**src/shared/tracker_pkg.sv**
```systemverilog
// Constants, register map and shared types of the angle tracking counter.
// Assumes a single 50 MHz clock domain and a classic Wishbone register bus.
package tracker_pkg;

   ////////////////////////////////////////////////////////////////////////////
   // Clock and timing.
   localparam int CLK_PERIOD_NS = 20;
   localparam int BUSY_MIN_NS = 400;
   localparam int BUSY_MAX_NS = 1000;
   localparam int DATA_DELAY_NS = 50;
   localparam int BUSY_CYC = (BUSY_MIN_NS + CLK_PERIOD_NS - 1) / CLK_PERIOD_NS;
   localparam int BUSY_MAX_CYC = BUSY_MAX_NS / CLK_PERIOD_NS;
   localparam int DATA_DELAY_CYC = (DATA_DELAY_NS + CLK_PERIOD_NS - 1) / CLK_PERIOD_NS;

   ////////////////////////////////////////////////////////////////////////////
   // Angle and loop.
   localparam int ANGLE_WIDTH = 16;
   localparam int ERR_THRESH_LSB = 65;
   localparam logic [1:0] RES_10 = 2'h0;
   localparam logic [1:0] RES_12 = 2'h1;
   localparam logic [1:0] RES_14 = 2'h2;
   localparam logic [1:0] RES_16 = 2'h3;
   localparam logic [1:0] RES_RESET = RES_16;

   ////////////////////////////////////////////////////////////////////////////
   // Register byte offsets.
   localparam logic [7:0] CTRL_OFFSET = 8'h00;
   localparam logic [7:0] STATUS_OFFSET = 8'h04;
   localparam logic [7:0] ANGLE_OFFSET = 8'h08;
   localparam logic [7:0] VEL_OFFSET = 8'h0C;
   localparam logic [7:0] IRQ_STAT_OFFSET = 8'h10;
   localparam logic [7:0] IRQ_MASK_OFFSET = 8'h14;

   // Control fields: loop gain shift and loop run enable.
   localparam int CTRL_GAIN_LSB = 0;
   localparam int CTRL_RUN_BIT = 4;
   localparam logic [4:0] CTRL_RESET = 5'h14;
   // Status fields.
   localparam int STAT_FAULT_BIT = 0;
   localparam int STAT_RES_LSB = 1;
   localparam int STAT_CAUSE_LSB = 3;
   localparam logic [4:0] IRQ_MASK_RESET = 5'h00;

   ////////////////////////////////////////////////////////////////////////////
   // Fault causes, used for live status, sticky status and mask alike.
   typedef struct packed {
      logic ref_loss;
      logic sig_loss;
      logic null_fail;
      logic overvel;
      logic track_err;
   } fault_type;

   typedef enum logic [1:0] {
      ST_IDLE = 2'b01,
      ST_BUSY = 2'b10
   } pulse_state_type;

endpackage

```
**src/hdl/angle_tracker.sv**
```systemverilog
// Digital side of a type II angle tracking loop with programmable resolution.
// Assumes a sampled input angle on the same clock, loss pins from outside.
//
// Behaviour
// RULE1 - The held angle is an up/down counter moved by oscillator pulses.
// RULE2 - The counter is steered to drive input minus counter angle to zero.
// RULE3 - Error is integrated into a rate; the counter integrates the rate.
// RULE4 - Fault flag goes low when error exceeds 65 LSBs of selected resolution.
// RULE5 - Fault flag returns high once the error settles within the threshold.
// RULE6 - Fault flag goes low on over-velocity or when the loop cannot null.
// RULE7 - Fault flag goes low on signal loss, reference loss or both.
// RULE8 - Select codes 00,01,10,11 choose 10,12,14,16 bit resolution.
// RULE9 - Resolution may change while converting, with no restart.
// RULE10 - Select inputs are latched only at the trailing edge of the busy pulse.
// RULE11 - Angle bits below the selected resolution's LSB are driven zero.
// RULE12 - The host starts in 14 or 16 bit and only later goes lower.
// RULE13 - In the low settings the system avoids large steps and accelerations.
// RULE14 - The host should prefer 14 bit where its dynamics suffice.
// RULE15 - Each counter update shows a busy pulse of 0.4 to 1.0 us.
// RULE16 - Angle output changes about 50 ns after the busy leading edge.
// RULE17 - The counter wraps modulo full scale in both directions.
// RULE18 - Each pulse steps one selected LSB, direction from integrated error sign.
//
// Our own choices: the Wishbone slave port and the placing of the registers.
`timescale 1ns/100ps
module angle_tracker
   import tracker_pkg::*;
#(
   parameter int VEL_WIDTH = 24
) (
   input wire logic clk,
   input wire logic rstn,
   input wire logic [tracker_pkg::ANGLE_WIDTH-1:0] input_angle,
   input wire logic [1:0] res_sel,
   input wire logic signal_loss,
   input wire logic reference_loss,
   input wire logic wb_cyc,
   input wire logic wb_stb,
   input wire logic wb_we,
   input wire logic [7:0] wb_adr,
   input wire logic [3:0] wb_sel,
   input wire logic [31:0] wb_dat_i,
   output logic [31:0] wb_dat_o,
   output logic wb_ack,
   output logic [tracker_pkg::ANGLE_WIDTH-1:0] angle_out,
   output logic counter_update_pulse,
   output logic fault_n,
   output logic irq
);
   import tracker_pkg::*;

   localparam int AW = ANGLE_WIDTH;
   localparam int A_BUSY_LAST = BUSY_CYC - 1;
   localparam int A_DATA_DLY = DATA_DELAY_CYC;

   generate
      if (VEL_WIDTH < AW + 2 || VEL_WIDTH > 31) begin : g_bad_width
         $error("VEL_WIDTH must lie between ANGLE_WIDTH+2 and 31");
      end
      if (BUSY_CYC > BUSY_MAX_CYC || DATA_DELAY_CYC >= BUSY_CYC) begin : g_bad_timing
         $error("Busy pulse timing does not fit the clock rate");
      end
   endgenerate

   ////////////////////////////////////////////////////////////////////////////
   // Pin synchronisers.
   logic [1:0] res_sel_s;
   logic [1:0] loss_s;

   sync2 #(.WIDTH(4)) u_sync (
      .clk(clk),
      .rstn(rstn),
      .d({res_sel, reference_loss, signal_loss}),
      .q({res_sel_s, loss_s})
   );

   ////////////////////////////////////////////////////////////////////////////
   // State declarations.
   logic [4:0] ctrl_q;
   fault_type irq_stat_q;
   fault_type irq_mask_q;
   fault_type cause;
   logic [1:0] res_q;
   logic [AW-1:0] phi_q;
   logic signed [VEL_WIDTH-1:0] vel_q;
   logic [VEL_WIDTH-1:0] acc_q;
   logic pend_q;
   logic pend_up_q;
   logic ovf_q;
   logic sat_q;
   pulse_state_type state_q;
   logic [7:0] busy_cnt_q;
   logic ack_q;
   logic [31:0] rdat_q;

   ////////////////////////////////////////////////////////////////////////////
   // Resolution decode.
   logic [AW-1:0] step;
   logic [AW-1:0] res_mask;
   logic [AW-1:0] err_thresh;

   // RULE8 select decode.
   always_comb begin
      unique case (res_q)
         RES_10: step = 16'h0040;
         RES_12: step = 16'h0010;
         RES_14: step = 16'h0004;
         RES_16: step = 16'h0001;
      endcase
      res_mask = ~(step - 16'h0001);
      err_thresh = AW'(ERR_THRESH_LSB * step);
   end

   ////////////////////////////////////////////////////////////////////////////
   // Tracking error and integrator.
   logic [AW-1:0] diff;
   logic [AW-1:0] err_abs;
   logic signed [VEL_WIDTH-1:0] err_ext;
   logic signed [VEL_WIDTH:0] vel_sum;
   logic signed [VEL_WIDTH:0] vel_max;
   logic loop_run;
   logic [3:0] gain_shift;

   assign loop_run = ctrl_q[CTRL_RUN_BIT];
   assign gain_shift = ctrl_q[CTRL_GAIN_LSB +: 4];
   // RULE2 wrapped difference of input and counter angle.
   assign diff = input_angle - phi_q;
   assign err_abs = diff[AW-1] ? (~diff + 16'h0001) : diff;
   assign err_ext = VEL_WIDTH'($signed(diff)) >>> gain_shift;
   assign vel_sum = (VEL_WIDTH+1)'(vel_q) + (VEL_WIDTH+1)'(err_ext);
   assign vel_max = (VEL_WIDTH+1)'({1'b0, {(VEL_WIDTH-1){1'b1}}});

   // RULE3 first integration with saturation.
   always_ff @(posedge clk or negedge rstn) begin
      if (!rstn) begin
         vel_q <= '0;
         sat_q <= 1'b0;
      end else if (loop_run) begin
         if (vel_sum > vel_max) begin
            vel_q <= VEL_WIDTH'(vel_max);
            sat_q <= 1'b1;
         end else if (vel_sum < -vel_max) begin
            vel_q <= VEL_WIDTH'(-vel_max);
            sat_q <= 1'b1;
         end else begin
            vel_q <= VEL_WIDTH'(vel_sum);
            sat_q <= 1'b0;
         end
      end
   end

   ////////////////////////////////////////////////////////////////////////////
   // Oscillator: a phase accumulator whose carry requests one count.
   logic [VEL_WIDTH-1:0] vel_abs;
   logic [VEL_WIDTH:0] acc_sum;
   logic carry;
   logic take;

   assign vel_abs = vel_q[VEL_WIDTH-1] ? VEL_WIDTH'(-vel_q) : VEL_WIDTH'(vel_q);
   assign acc_sum = {1'b0, acc_q} + {1'b0, vel_abs};
   assign carry = loop_run && acc_sum[VEL_WIDTH];
   assign take = (state_q == ST_IDLE) && pend_q;

   // RULE3 oscillator rate follows the integrated error.
   always_ff @(posedge clk or negedge rstn) begin
      if (!rstn) begin
         acc_q <= '0;
      end else if (loop_run) begin
         acc_q <= acc_sum[VEL_WIDTH-1:0];
      end
   end

   // RULE6 a pulse that cannot be served marks over-velocity.
   always_ff @(posedge clk or negedge rstn) begin
      if (!rstn) begin
         pend_q <= 1'b0;
         pend_up_q <= 1'b0;
         ovf_q <= 1'b0;
      end else begin
         if (carry) begin
            pend_q <= 1'b1;
            pend_up_q <= !vel_q[VEL_WIDTH-1];
         end else if (take) begin
            pend_q <= 1'b0;
         end
         if (carry && pend_q && !take) begin
            ovf_q <= 1'b1;
         end else if (take) begin
            ovf_q <= 1'b0;
         end
      end
   end

   ////////////////////////////////////////////////////////////////////////////
   // Busy pulse sequencer, counter and resolution latch.
   logic busy_end;

   assign busy_end = (state_q == ST_BUSY) && (busy_cnt_q == 8'(BUSY_CYC - 1));

   // RULE15 fixed-width busy pulse per update.
   always_ff @(posedge clk or negedge rstn) begin
      if (!rstn) begin
         state_q <= ST_IDLE;
         busy_cnt_q <= 8'h00;
         counter_update_pulse <= 1'b0;
      end else begin
         unique case (state_q)
            ST_IDLE: begin
               busy_cnt_q <= 8'h00;
               if (take) begin
                  state_q <= ST_BUSY;
                  counter_update_pulse <= 1'b1;
               end
            end
            ST_BUSY: begin
               busy_cnt_q <= busy_cnt_q + 8'h01;
               if (busy_end) begin
                  state_q <= ST_IDLE;
                  counter_update_pulse <= 1'b0;
               end
            end
         endcase
      end
   end

   // RULE1 RULE18 one selected LSB per pulse; RULE17 wraps by width.
   always_ff @(posedge clk or negedge rstn) begin
      if (!rstn) begin
         phi_q <= '0;
      end else if (take) begin
         phi_q <= pend_up_q ? phi_q + step : phi_q - step;
      end
   end

   // RULE10 RULE9 select latched at the busy trailing edge, no restart.
   always_ff @(posedge clk or negedge rstn) begin
      if (!rstn) begin
         res_q <= RES_RESET;
      end else if (busy_end) begin
         res_q <= res_sel_s;
      end
   end

   // RULE16 RULE11 delayed, zero-filled angle output.
   always_ff @(posedge clk or negedge rstn) begin
      if (!rstn) begin
         angle_out <= '0;
      end else if (state_q == ST_BUSY && busy_cnt_q == 8'(DATA_DELAY_CYC - 1)) begin
         angle_out <= phi_q & res_mask;
      end else if (busy_end) begin
         // Re-masked with the resolution that is latched at this same edge.
         angle_out <= angle_out & ~(res_sel_s == RES_10 ? 16'h003F : res_sel_s == RES_12 ?
            16'h000F : res_sel_s == RES_14 ? 16'h0003 : 16'h0000);
      end
   end

   ////////////////////////////////////////////////////////////////////////////
   // Fault flag.
   // RULE4 RULE6 RULE7 fault causes.
   always_comb begin
      cause.track_err = err_abs > err_thresh;
      cause.overvel = ovf_q;
      cause.null_fail = sat_q;
      cause.sig_loss = loss_s[0];
      cause.ref_loss = loss_s[1];
   end

   // RULE4 RULE5 flag low while any cause stands.
   always_ff @(posedge clk or negedge rstn) begin
      if (!rstn) begin
         fault_n <= 1'b1;
      end else begin
         fault_n <= !(|cause);
      end
   end

   ////////////////////////////////////////////////////////////////////////////
   // Wishbone slave, answering one cycle after the strobe.
   logic wr_en;

   assign wr_en = wb_cyc && wb_stb && wb_we && ack_q && wb_sel[0];

   always_ff @(posedge clk or negedge rstn) begin
      if (!rstn) begin
         ack_q <= 1'b0;
         rdat_q <= 32'h00000000;
      end else begin
         ack_q <= wb_cyc && wb_stb && !ack_q;
         unique case (wb_adr)
            CTRL_OFFSET: rdat_q <= {27'h0, ctrl_q};
            STATUS_OFFSET: rdat_q <= {24'h0, cause, res_q, fault_n};
            ANGLE_OFFSET: rdat_q <= {16'h0, angle_out};
            VEL_OFFSET: rdat_q <= 32'(vel_q);
            IRQ_STAT_OFFSET: rdat_q <= {27'h0, irq_stat_q};
            IRQ_MASK_OFFSET: rdat_q <= {27'h0, irq_mask_q};
            default: rdat_q <= 32'h00000000;
         endcase
      end
   end

   assign wb_ack = ack_q;
   assign wb_dat_o = rdat_q;

   always_ff @(posedge clk or negedge rstn) begin
      if (!rstn) begin
         ctrl_q <= CTRL_RESET;
         irq_mask_q <= IRQ_MASK_RESET;
      end else if (wr_en) begin
         if (wb_adr == CTRL_OFFSET) begin
            ctrl_q <= wb_dat_i[4:0];
         end
         if (wb_adr == IRQ_MASK_OFFSET) begin
            irq_mask_q <= wb_dat_i[4:0];
         end
      end
   end

   // Sticky causes; a cause present in the clearing cycle keeps its bit.
   always_ff @(posedge clk or negedge rstn) begin
      if (!rstn) begin
         irq_stat_q <= '0;
         irq <= 1'b0;
      end else begin
         if (wr_en && wb_adr == IRQ_STAT_OFFSET) begin
            irq_stat_q <= (irq_stat_q & ~wb_dat_i[4:0]) | cause;
         end else begin
            irq_stat_q <= irq_stat_q | cause;
         end
         irq <= |(irq_stat_q & irq_mask_q);
      end
   end

   ////////////////////////////////////////////////////////////////////////////
   // Checks.
   a_busy_width: assert property (@(posedge clk) disable iff (!rstn) // RULE15
      $rose(counter_update_pulse) |-> ##A_BUSY_LAST counter_update_pulse ##1
      !counter_update_pulse)
      else $error("Busy pulse width wrong");

   a_data_delay: assert property (@(posedge clk) disable iff (!rstn) // RULE16
      $rose(counter_update_pulse) |-> $stable(angle_out) ##A_DATA_DLY
      (angle_out == (phi_q & res_mask)))
      else $error("Angle output not updated after the data delay");

   a_zero_fill: assert property (@(posedge clk) disable iff (!rstn) // RULE11
      (angle_out & ~res_mask) == 16'h0000)
      else $error("Unused low angle bits not zero");

   a_count_step: assert property (@(posedge clk) disable iff (!rstn) // RULE18
      $rose(counter_update_pulse) |-> ((phi_q - $past(phi_q)) == $past(step)) ||
      ((phi_q - $past(phi_q)) == AW'(16'h0000 - $past(step))))
      else $error("Counter step is not one selected LSB");

   a_count_hold: assert property (@(posedge clk) disable iff (!rstn) // RULE1
      !$rose(counter_update_pulse) |-> $stable(phi_q))
      else $error("Counter moved without an update pulse");

   a_res_latch: assert property (@(posedge clk) disable iff (!rstn) // RULE10
      $changed(res_q) |-> $fell(counter_update_pulse) && res_q == $past(res_sel_s))
      else $error("Resolution latched outside the busy trailing edge");

   a_track_fault: assert property (@(posedge clk) disable iff (!rstn) // RULE4
      cause.track_err |=> !fault_n)
      else $error("Large tracking error not flagged");

   a_fault_clear: assert property (@(posedge clk) disable iff (!rstn) // RULE5
      !(|cause) |=> fault_n)
      else $error("Fault flag not released after settling");

   a_ovf_fault: assert property (@(posedge clk) disable iff (!rstn) // RULE6
      (ovf_q || sat_q) |=> !fault_n)
      else $error("Over-velocity or null failure not flagged");

   a_loss_fault: assert property (@(posedge clk) disable iff (!rstn) // RULE7
      (loss_s != 2'b00) |=> !fault_n)
      else $error("Input loss not flagged");

   a_irq_level: assert property (@(posedge clk) disable iff (!rstn)
      ##1 (irq == $past(|(irq_stat_q & irq_mask_q))))
      else $error("Interrupt does not follow masked status");

endmodule

```
**src/hdl/sync2.sv**
```systemverilog
// Two-flop synchroniser for slow asynchronous levels.
// Assumes the inputs change slowly compared with the clock.
`timescale 1ns/100ps
module sync2 #(
   parameter int WIDTH = 1
) (
   input wire logic clk,
   input wire logic rstn,
   input wire logic [WIDTH-1:0] d,
   output logic [WIDTH-1:0] q
);

   logic [WIDTH-1:0] meta_q;

   always_ff @(posedge clk or negedge rstn) begin
      if (!rstn) begin
         meta_q <= '0;
         q <= '0;
      end else begin
         meta_q <= d;
         q <= meta_q;
      end
   end

endmodule

```
**config.mk**
```make
export PLATFORM = sky130hd
export DESIGN_NAME = angle_tracker
export DESIGN_NICKNAME = d
export VERILOG_FILES = /design/src/shared/tracker_pkg.sv /design/src/hdl/angle_tracker.sv /design/src/hdl/sync2.sv
export SDC_FILE = /design/constraint.sdc
export NUM_CORES = 1
export LEC_CHECK = 0
export BUFFER_PORTS_ARGS = -buffer_cell sky130_fd_sc_hd__buf_2
export CAP_MARGIN = 10
export CELL_PAD_IN_SITES_DETAIL_PLACEMENT = 1
export CELL_PAD_IN_SITES_GLOBAL_PLACEMENT = 1
export CORE_MARGIN = 2
export CORE_UTILIZATION = 47
export CTS_BUF_LIST = sky130_fd_sc_hd__clkbuf_8
export CTS_CLUSTER_SIZE = 25
export DETAILED_ROUTE_END_ITERATION = 8
export HOLD_SLACK_MARGIN = 0.1
export PLACE_DENSITY_LB_ADDON = 0.1
export SYNTH_ARGS = -nofsm -noshare
export SYNTH_HDL_FRONTEND = slang
export SYNTH_SLANG_ARGS = --single-unit
export TNS_END_PERCENT = 1
```
**constraint.sdc**
```tcl
create_clock -name clk -period 9.15 [get_ports clk]
set_input_delay 1.3725 -clock clk [delete_from_list [all_inputs] [get_ports clk]]
set_output_delay 1.3725 -clock clk [all_outputs]
set_load 0.005 [all_outputs]
```
After elaboration in Yosys (flattened, before gate mapping)
Index checks and enable logic that the tools add are counted.
{ "totals": {"in_bits": 69, "ff_bits": 155, "output_inout_bits": 52, "elab_cells": 121} }
{ "classes": {"add_sub_neg": 9, "muxes": 25, "n_eq_ne": 16, "n_reduce_logical": 27, "n_lt_le_gt_ge": 3, "n_bitwise": 10, "n_shift": 1, "mul": 1} }
{ "ops": {"columns": ["op", "count"], "rows": [
  ["one-hot mux 32 bit (6 select lines)", 1],
  ["two-way mux 24 bit", 3],
  ["two-way mux 16 bit", 4],
  ["one-hot mux 16 bit (4 select lines)", 1],
  ["adder 24 x 24 -> 25 bit", 2],
  ["AND 16 bit", 2],
  ["inverter 16 bit", 2],
  ["subtractor 16 bit", 2],
  ["greater-than comparator 25 x 24 -> 1 bit (second input constant)", 1],
  ["< comparator 25 x 24 -> 1 bit (second input constant)", 1],
  ["equality test 8 x 5 -> 1 bit (second input constant)", 3],
  ["negator 24 bit", 1],
  [">>> shifter 16 x 4 -> 24 bit", 1],
  ["adder 16 x 1 -> 16 bit (second input constant)", 1],
  ["adder 16 bit", 1],
  ["equality test 8 x 4 -> 1 bit (second input constant)", 2],
  ["greater-than comparator 16 bit", 1],
  ["multiplier 7 x 16 -> 16 bit (first input constant)", 1],
  ["inverter 6 -> 16 bit", 1],
  ["one-hot mux 8 bit (2 select lines)", 1],
  ["subtractor 16 x 1 -> 16 bit (second input constant)", 1],
  ["logical AND 1 bit", 12],
  ["AND 5 bit", 2],
  ["OR 5 bit", 2],
  ["20 further kinds", 43]
]} }

Longest topological paths before layout
{ "logic_depth": {"depth_word": 8, "mapped_depth": 30, "ltp_nobuf": 28} }

Hierarchy
Synthesis repeated with hierarchy kept, for this count alone.
{ "unflattened": {"hier_cells": 1364, "area_unflattened_um2": 12000.3} }
{ "modules_own_cells": {"columns": ["mod", "cells_each", "area_per_inst_um2", "instances", "seq_area_each_um2"], "rows": [
  ["angle_tracker", 1356, 11800.1, 1, 3460.8],
  ["sync2", 8, 200.2, 1, 200.2]
]} }

Worst setup path after synthesis
No wires, ideal clock.
{ "synth_timing": {"path_kind": "in2reg", "startpoint": "input port input_angle[0] in the netlist's numbering", "endpoint": "register vel_q[10]", "path_stages": 29, "path_buffers": 1, "t_arrival_ps": 7285, "setup_time_ps": 149, "slack_ps": 1716, "path_cell_list": "inv_1 -> ha_1 -> inv_1 -> fa_1 -> a211oi_1 -> o21ai_0 -> a221oi_1 -> o21ai_0 -> o21a_1 -> nor2_1 -> xor2_1 -> mux4_2 -> nand2_1 -> o21ai_0 -> mux2i_1 -> ha_1 -> fa_1 -> a21o_1 -> a211oi_2 -> o31ai_2 -> a31oi_4 -> o21ai_2 -> a311oi_2 -> o2111ai_1 -> or4_1 -> or3_4 -> a31oi_4 -> buf_6 -> o221ai_1"} }
{ "synth_via": {"elab_chain_len": 6} }
{ "synth_lines": {"columns": ["element", "line_no", "text"], "rows": [
  ["from (decl)", "angle_tracker.sv:33", "input wire logic [tracker_pkg::ANGLE_WIDTH-1:0] input_angle,"],
  ["subtractor 16 bit *", "angle_tracker.sv:127", "assign diff = input_angle - phi_q;"],
  [">>> shifter 16 x 4 -> 24 bit *", "angle_tracker.sv:129", "assign err_ext = VEL_WIDTH'($signed(diff)) >>> gain_shift;"],
  ["adder 24 x 24 -> 25 bit *", "angle_tracker.sv:130", "assign vel_sum = (VEL_WIDTH+1)'(vel_q) + (VEL_WIDTH+1)'(err_ext);"],
  ["< comparator 25 x 24 -> 1 bit", "angle_tracker.sv:142", "end else if (vel_sum < -vel_max) begin"],
  ["two-way mux 24 bit", "angle_tracker.sv:142", null],
  ["two-way mux 24 bit *", "angle_tracker.sv:139", "if (vel_sum > vel_max) begin"],
  ["to (signal assigned)", "angle_tracker.sv:140", "vel_q <= VEL_WIDTH'(vel_max);"],
  ["to (signal assigned)", "angle_tracker.sv:143", "vel_q <= VEL_WIDTH'(-vel_max);"],
  ["to (signal assigned)", "angle_tracker.sv:146", "vel_q <= VEL_WIDTH'(vel_sum);"],
  ["to (decl)", "angle_tracker.sv:85", "logic signed [VEL_WIDTH-1:0] vel_q;"]
]} }
Every way passes the cells marked *; elsewhere a longest branch is shown, timed or not.
A chain may end at the register's enable or synchronous reset.

Worst setup path after layout
{ "layout_timing": {"startpoint": "input port input_angle[0] in the netlist's numbering", "endpoint": "register vel_q[3]"} }
The elaborated chain is that of the path after synthesis.

==> results.json <==
{
  "antenna_found_initial": 0,
  "core_area_mm2": 0.02361,
  "fmax_mhz": 120.1,
  "power_leakage_nw": 5.869,
  "grt_pass1_vias": 10680,
  "postLayoutSetupSlackWorst_ps": 825.3,
  "nets": 1511,
  "final_core_util": 0.5277,
  "n_antenna_cell": 0,
  "yosysTopAreaCell": "dfrtp_1",
  "root_buffer": "clkbuf_8",
  "clock-sinks": 146,
  "cp.required_ps": 9480,
  "status": "completed",
  "total_power_mw": 1.642,
  "synth_area_leaders": "dfrtp_1, ha_1, xnor2_1",
  "via_count": 9861,
  "synth-xor-area-share": 0.07466,
  "drv_slew": 0,
  "ctsResizeCount": 0,
  "synthFlopType": "dfrtp_1",
  "hold_slack_ps": 357.9,
  "viasPerCell": 5.891,
  "syn_inst": 1284,
  "mostFrequentLayoutCell": "dfrtp_1",
  "overflow": 0,
  "gp_congestion": 0.8736,
  "avgSynthCellArea_um2": 8.863,
  "r2r_cells": 26,
  "yosysTopAreaCellShare": 0.3079,
  "post_layout_nonfiller_instances": 1674,
  "die_h_um": 159.6,
  "start_util": 0.4819,
  "h-tree-depth": 4,
  "p_per_area_mw_per_mm2": 131.8,
  "numCtsBuffers": 17,
  "cp-start-kind": "input port",
  "drc_errors": 0,
  "hpwlAfterDp_um": 25270,
  "cts_tree": "yes",
  "critPathMaxStageDelay_ps": 530,
  "grt_pass1_wl_um": 53910,
  "ys_warn_count": 0,
  "syn_area_mm2": 0.01138,
  "fin_tns_setup_ps": 0,
  "layout_common_cells": "dfrtp_1, nand2_1, ha_1",
  "synth.mux.area_fraction": 0.07499,
  "placed_cell_area_mm2": 0.01202,
  "fin_skew_ps": 27.19,
  "dr.pass1.iters": 5,
  "drive_gt1_frac": 0.1491,
  "worst_ep_arrival_time_ps": 8650,
  "slew_headroom": 0.2417,
  "cts_hold_buf": 0,
  "postRouteAntennaNets": 0,
  "hold_path_depth": 0,
  "max-cap-violations": 0,
  "yosys.area_share.simple": 0.1545,
  "ir_drop_mv": 0.06769,
  "drt_iter0_drc": 539,
  "synth_edf_count": 0,
  "fp.dieW_um": 159.6,
  "die_area_mm2": 0.02547,
  "clk_pin_slew_ps": 100,
  "crit_slowest_cell": "a221oi_1",
  "postCtsSetupBuffers": 0,
  "synth_compound_area_frac": 0.2117,
  "min_path_type": "reg2reg",
  "wl_per_cell_um": 19.54,
  "critical_path_class": "in2reg",
  "grt_start_max_net_pins": 77,
  "rows": 56,
  "synth-seq-cells": 146,
  "period_share": 0.9098,
  "cts.path.max_buffers": 2,
  "insertion_delay_ps": 490,
  "yosys.cell_types.count": 80,
  "rsz0062_at_grt": "no",
  "dp_cells": 1642,
  "async_reset_ff_frac": 1.000,
  "finalCriticalPeriod_ps": 8325,
  "area_delta_synth_final_pct": 9.488,
  "endpoint_kind": "flop",
  "seq_area_frac_synth": 0.3217,
  "synth_top_family_by_area": "compound AO/OA/AOI/OAI gates",
  "finalSetupViolCount": 0,
  "pin_count": 121,
  "io_buffers": 90,
  "place_worst_setup_slack_ps": 404.7,
  "crit_fanout": 16,
  "hold_viol": 0,
  "synth_fa_ha_area_frac": 0.1126,
  "syn-num-nets": 1453,
  "wirelength_um": 32710,
  "final_cell_area_mm2": 0.01246,
  "worstMarginPinSlew_ps": 1127,
  "grtUsageTotal": 0.2615
}
flip-flops by register name, indices dropped and copies added (netlist names):
signal,flops
u_sync.meta_q,4
busy_cnt_q,8
counter_update_pulse,1
pend_q,1
vel_q,24
wb_dat_o,24
irq_stat_q,5
state_q,1
acc_q,24
res_q,2
fault_n,1
irq,1
ovf_q,1
irq_mask_q,5
wb_ack,1
phi_q,16
u_sync.q,4
sat_q,1
angle_out,16
ctrl_q,5
pend_up_q,1
layer usage:
metal  track usage  wire length, µm  share of wire  vias to the layer above
met5             0                0              0                        -
met4       0.08554              741          0.023                        0
met3       0.03464              668          0.020                       52
met2        0.4959            17410           0.53                      135
met1        0.3016            13890           0.42                     4902
li1              -                -              -                     4772
logic make-up (layout without fill, tap and decap cells):
group,count (synthesis),after routing
AOI/OAI and AO/OA,355,355
xor gates and xnor gates,97,97
adders and majority gates,100,100
buffers and inverters,141,212
DFF,146,146
muxes,76,76
and+or+nand+nor,369,369
cell usage after synthesis (7+ instances only):
cell type and number:
xor2_1 27, buf_4 8, and2_1 7, mux2i_1 29, and3_1 12, a21o_1 30, o221ai_1 16, xnor2_1 70
or3_1 10, nor4_1 12, nand2_1 116, o21ai_0 83, a221oi_1 11, dfrtp_1 140, nand4_1 10, o211ai_1 8
nor2b_1 10, inv_1 85, clkbuf_1 42, nor2_1 88, nor3_1 30, o21bai_1 10, mux2_2 44, a211oi_1 10
ha_1 96, a21oi_1 73, nand3_1 32, a31oi_1 17, o21a_1 12, o31ai_1 20, nand2b_1 15
cell type report:
class / instances / area, µm²
fill: 2849 / 11150
sequential: 146 / 3661
clock buffer: 17 / 234.0
timing repair buffer: 95 / 494.2
inverter: 85 / 319.1
clock inverter: 15 / 201.4
tap: 319 / 399.1
multi-input combinational: 997 / 7151
worst max-delay path: cells and delay by family:
kind,cells,cell delay [ps]
AO/OA/AOI/OAI,15,4210
adder cells (fa/ha/maj),4,1020
buffers and inverters,4,380
multiplexers,2,720
AND/OR/NAND/NOR,3,930
worst paths after layout:
check,to,from,slack [ps]
worst max register to register,vel_q[3],phi_q[0],1450
min in group asynchronous,acc_q[21],rstn,840
worst max-delay path,vel_q[3],input_angle[0],830
worst min register to register,u_sync.q[0],u_sync.meta_q[0],360
max in group asynchronous,vel_q[1],rstn,6830
worst min-delay path,u_sync.q[0],u_sync.meta_q[0],360
power breakdown:
part | leakage [nW] | switching, mW | internal (mW)
registers | 1.87 | 0.0184 | 0.657
clock network | 0.215 | 0.337 | 0.214
logic | 3.79 | 0.254 | 0.162
No activity file was read; power rests on OpenSTA's default activity.
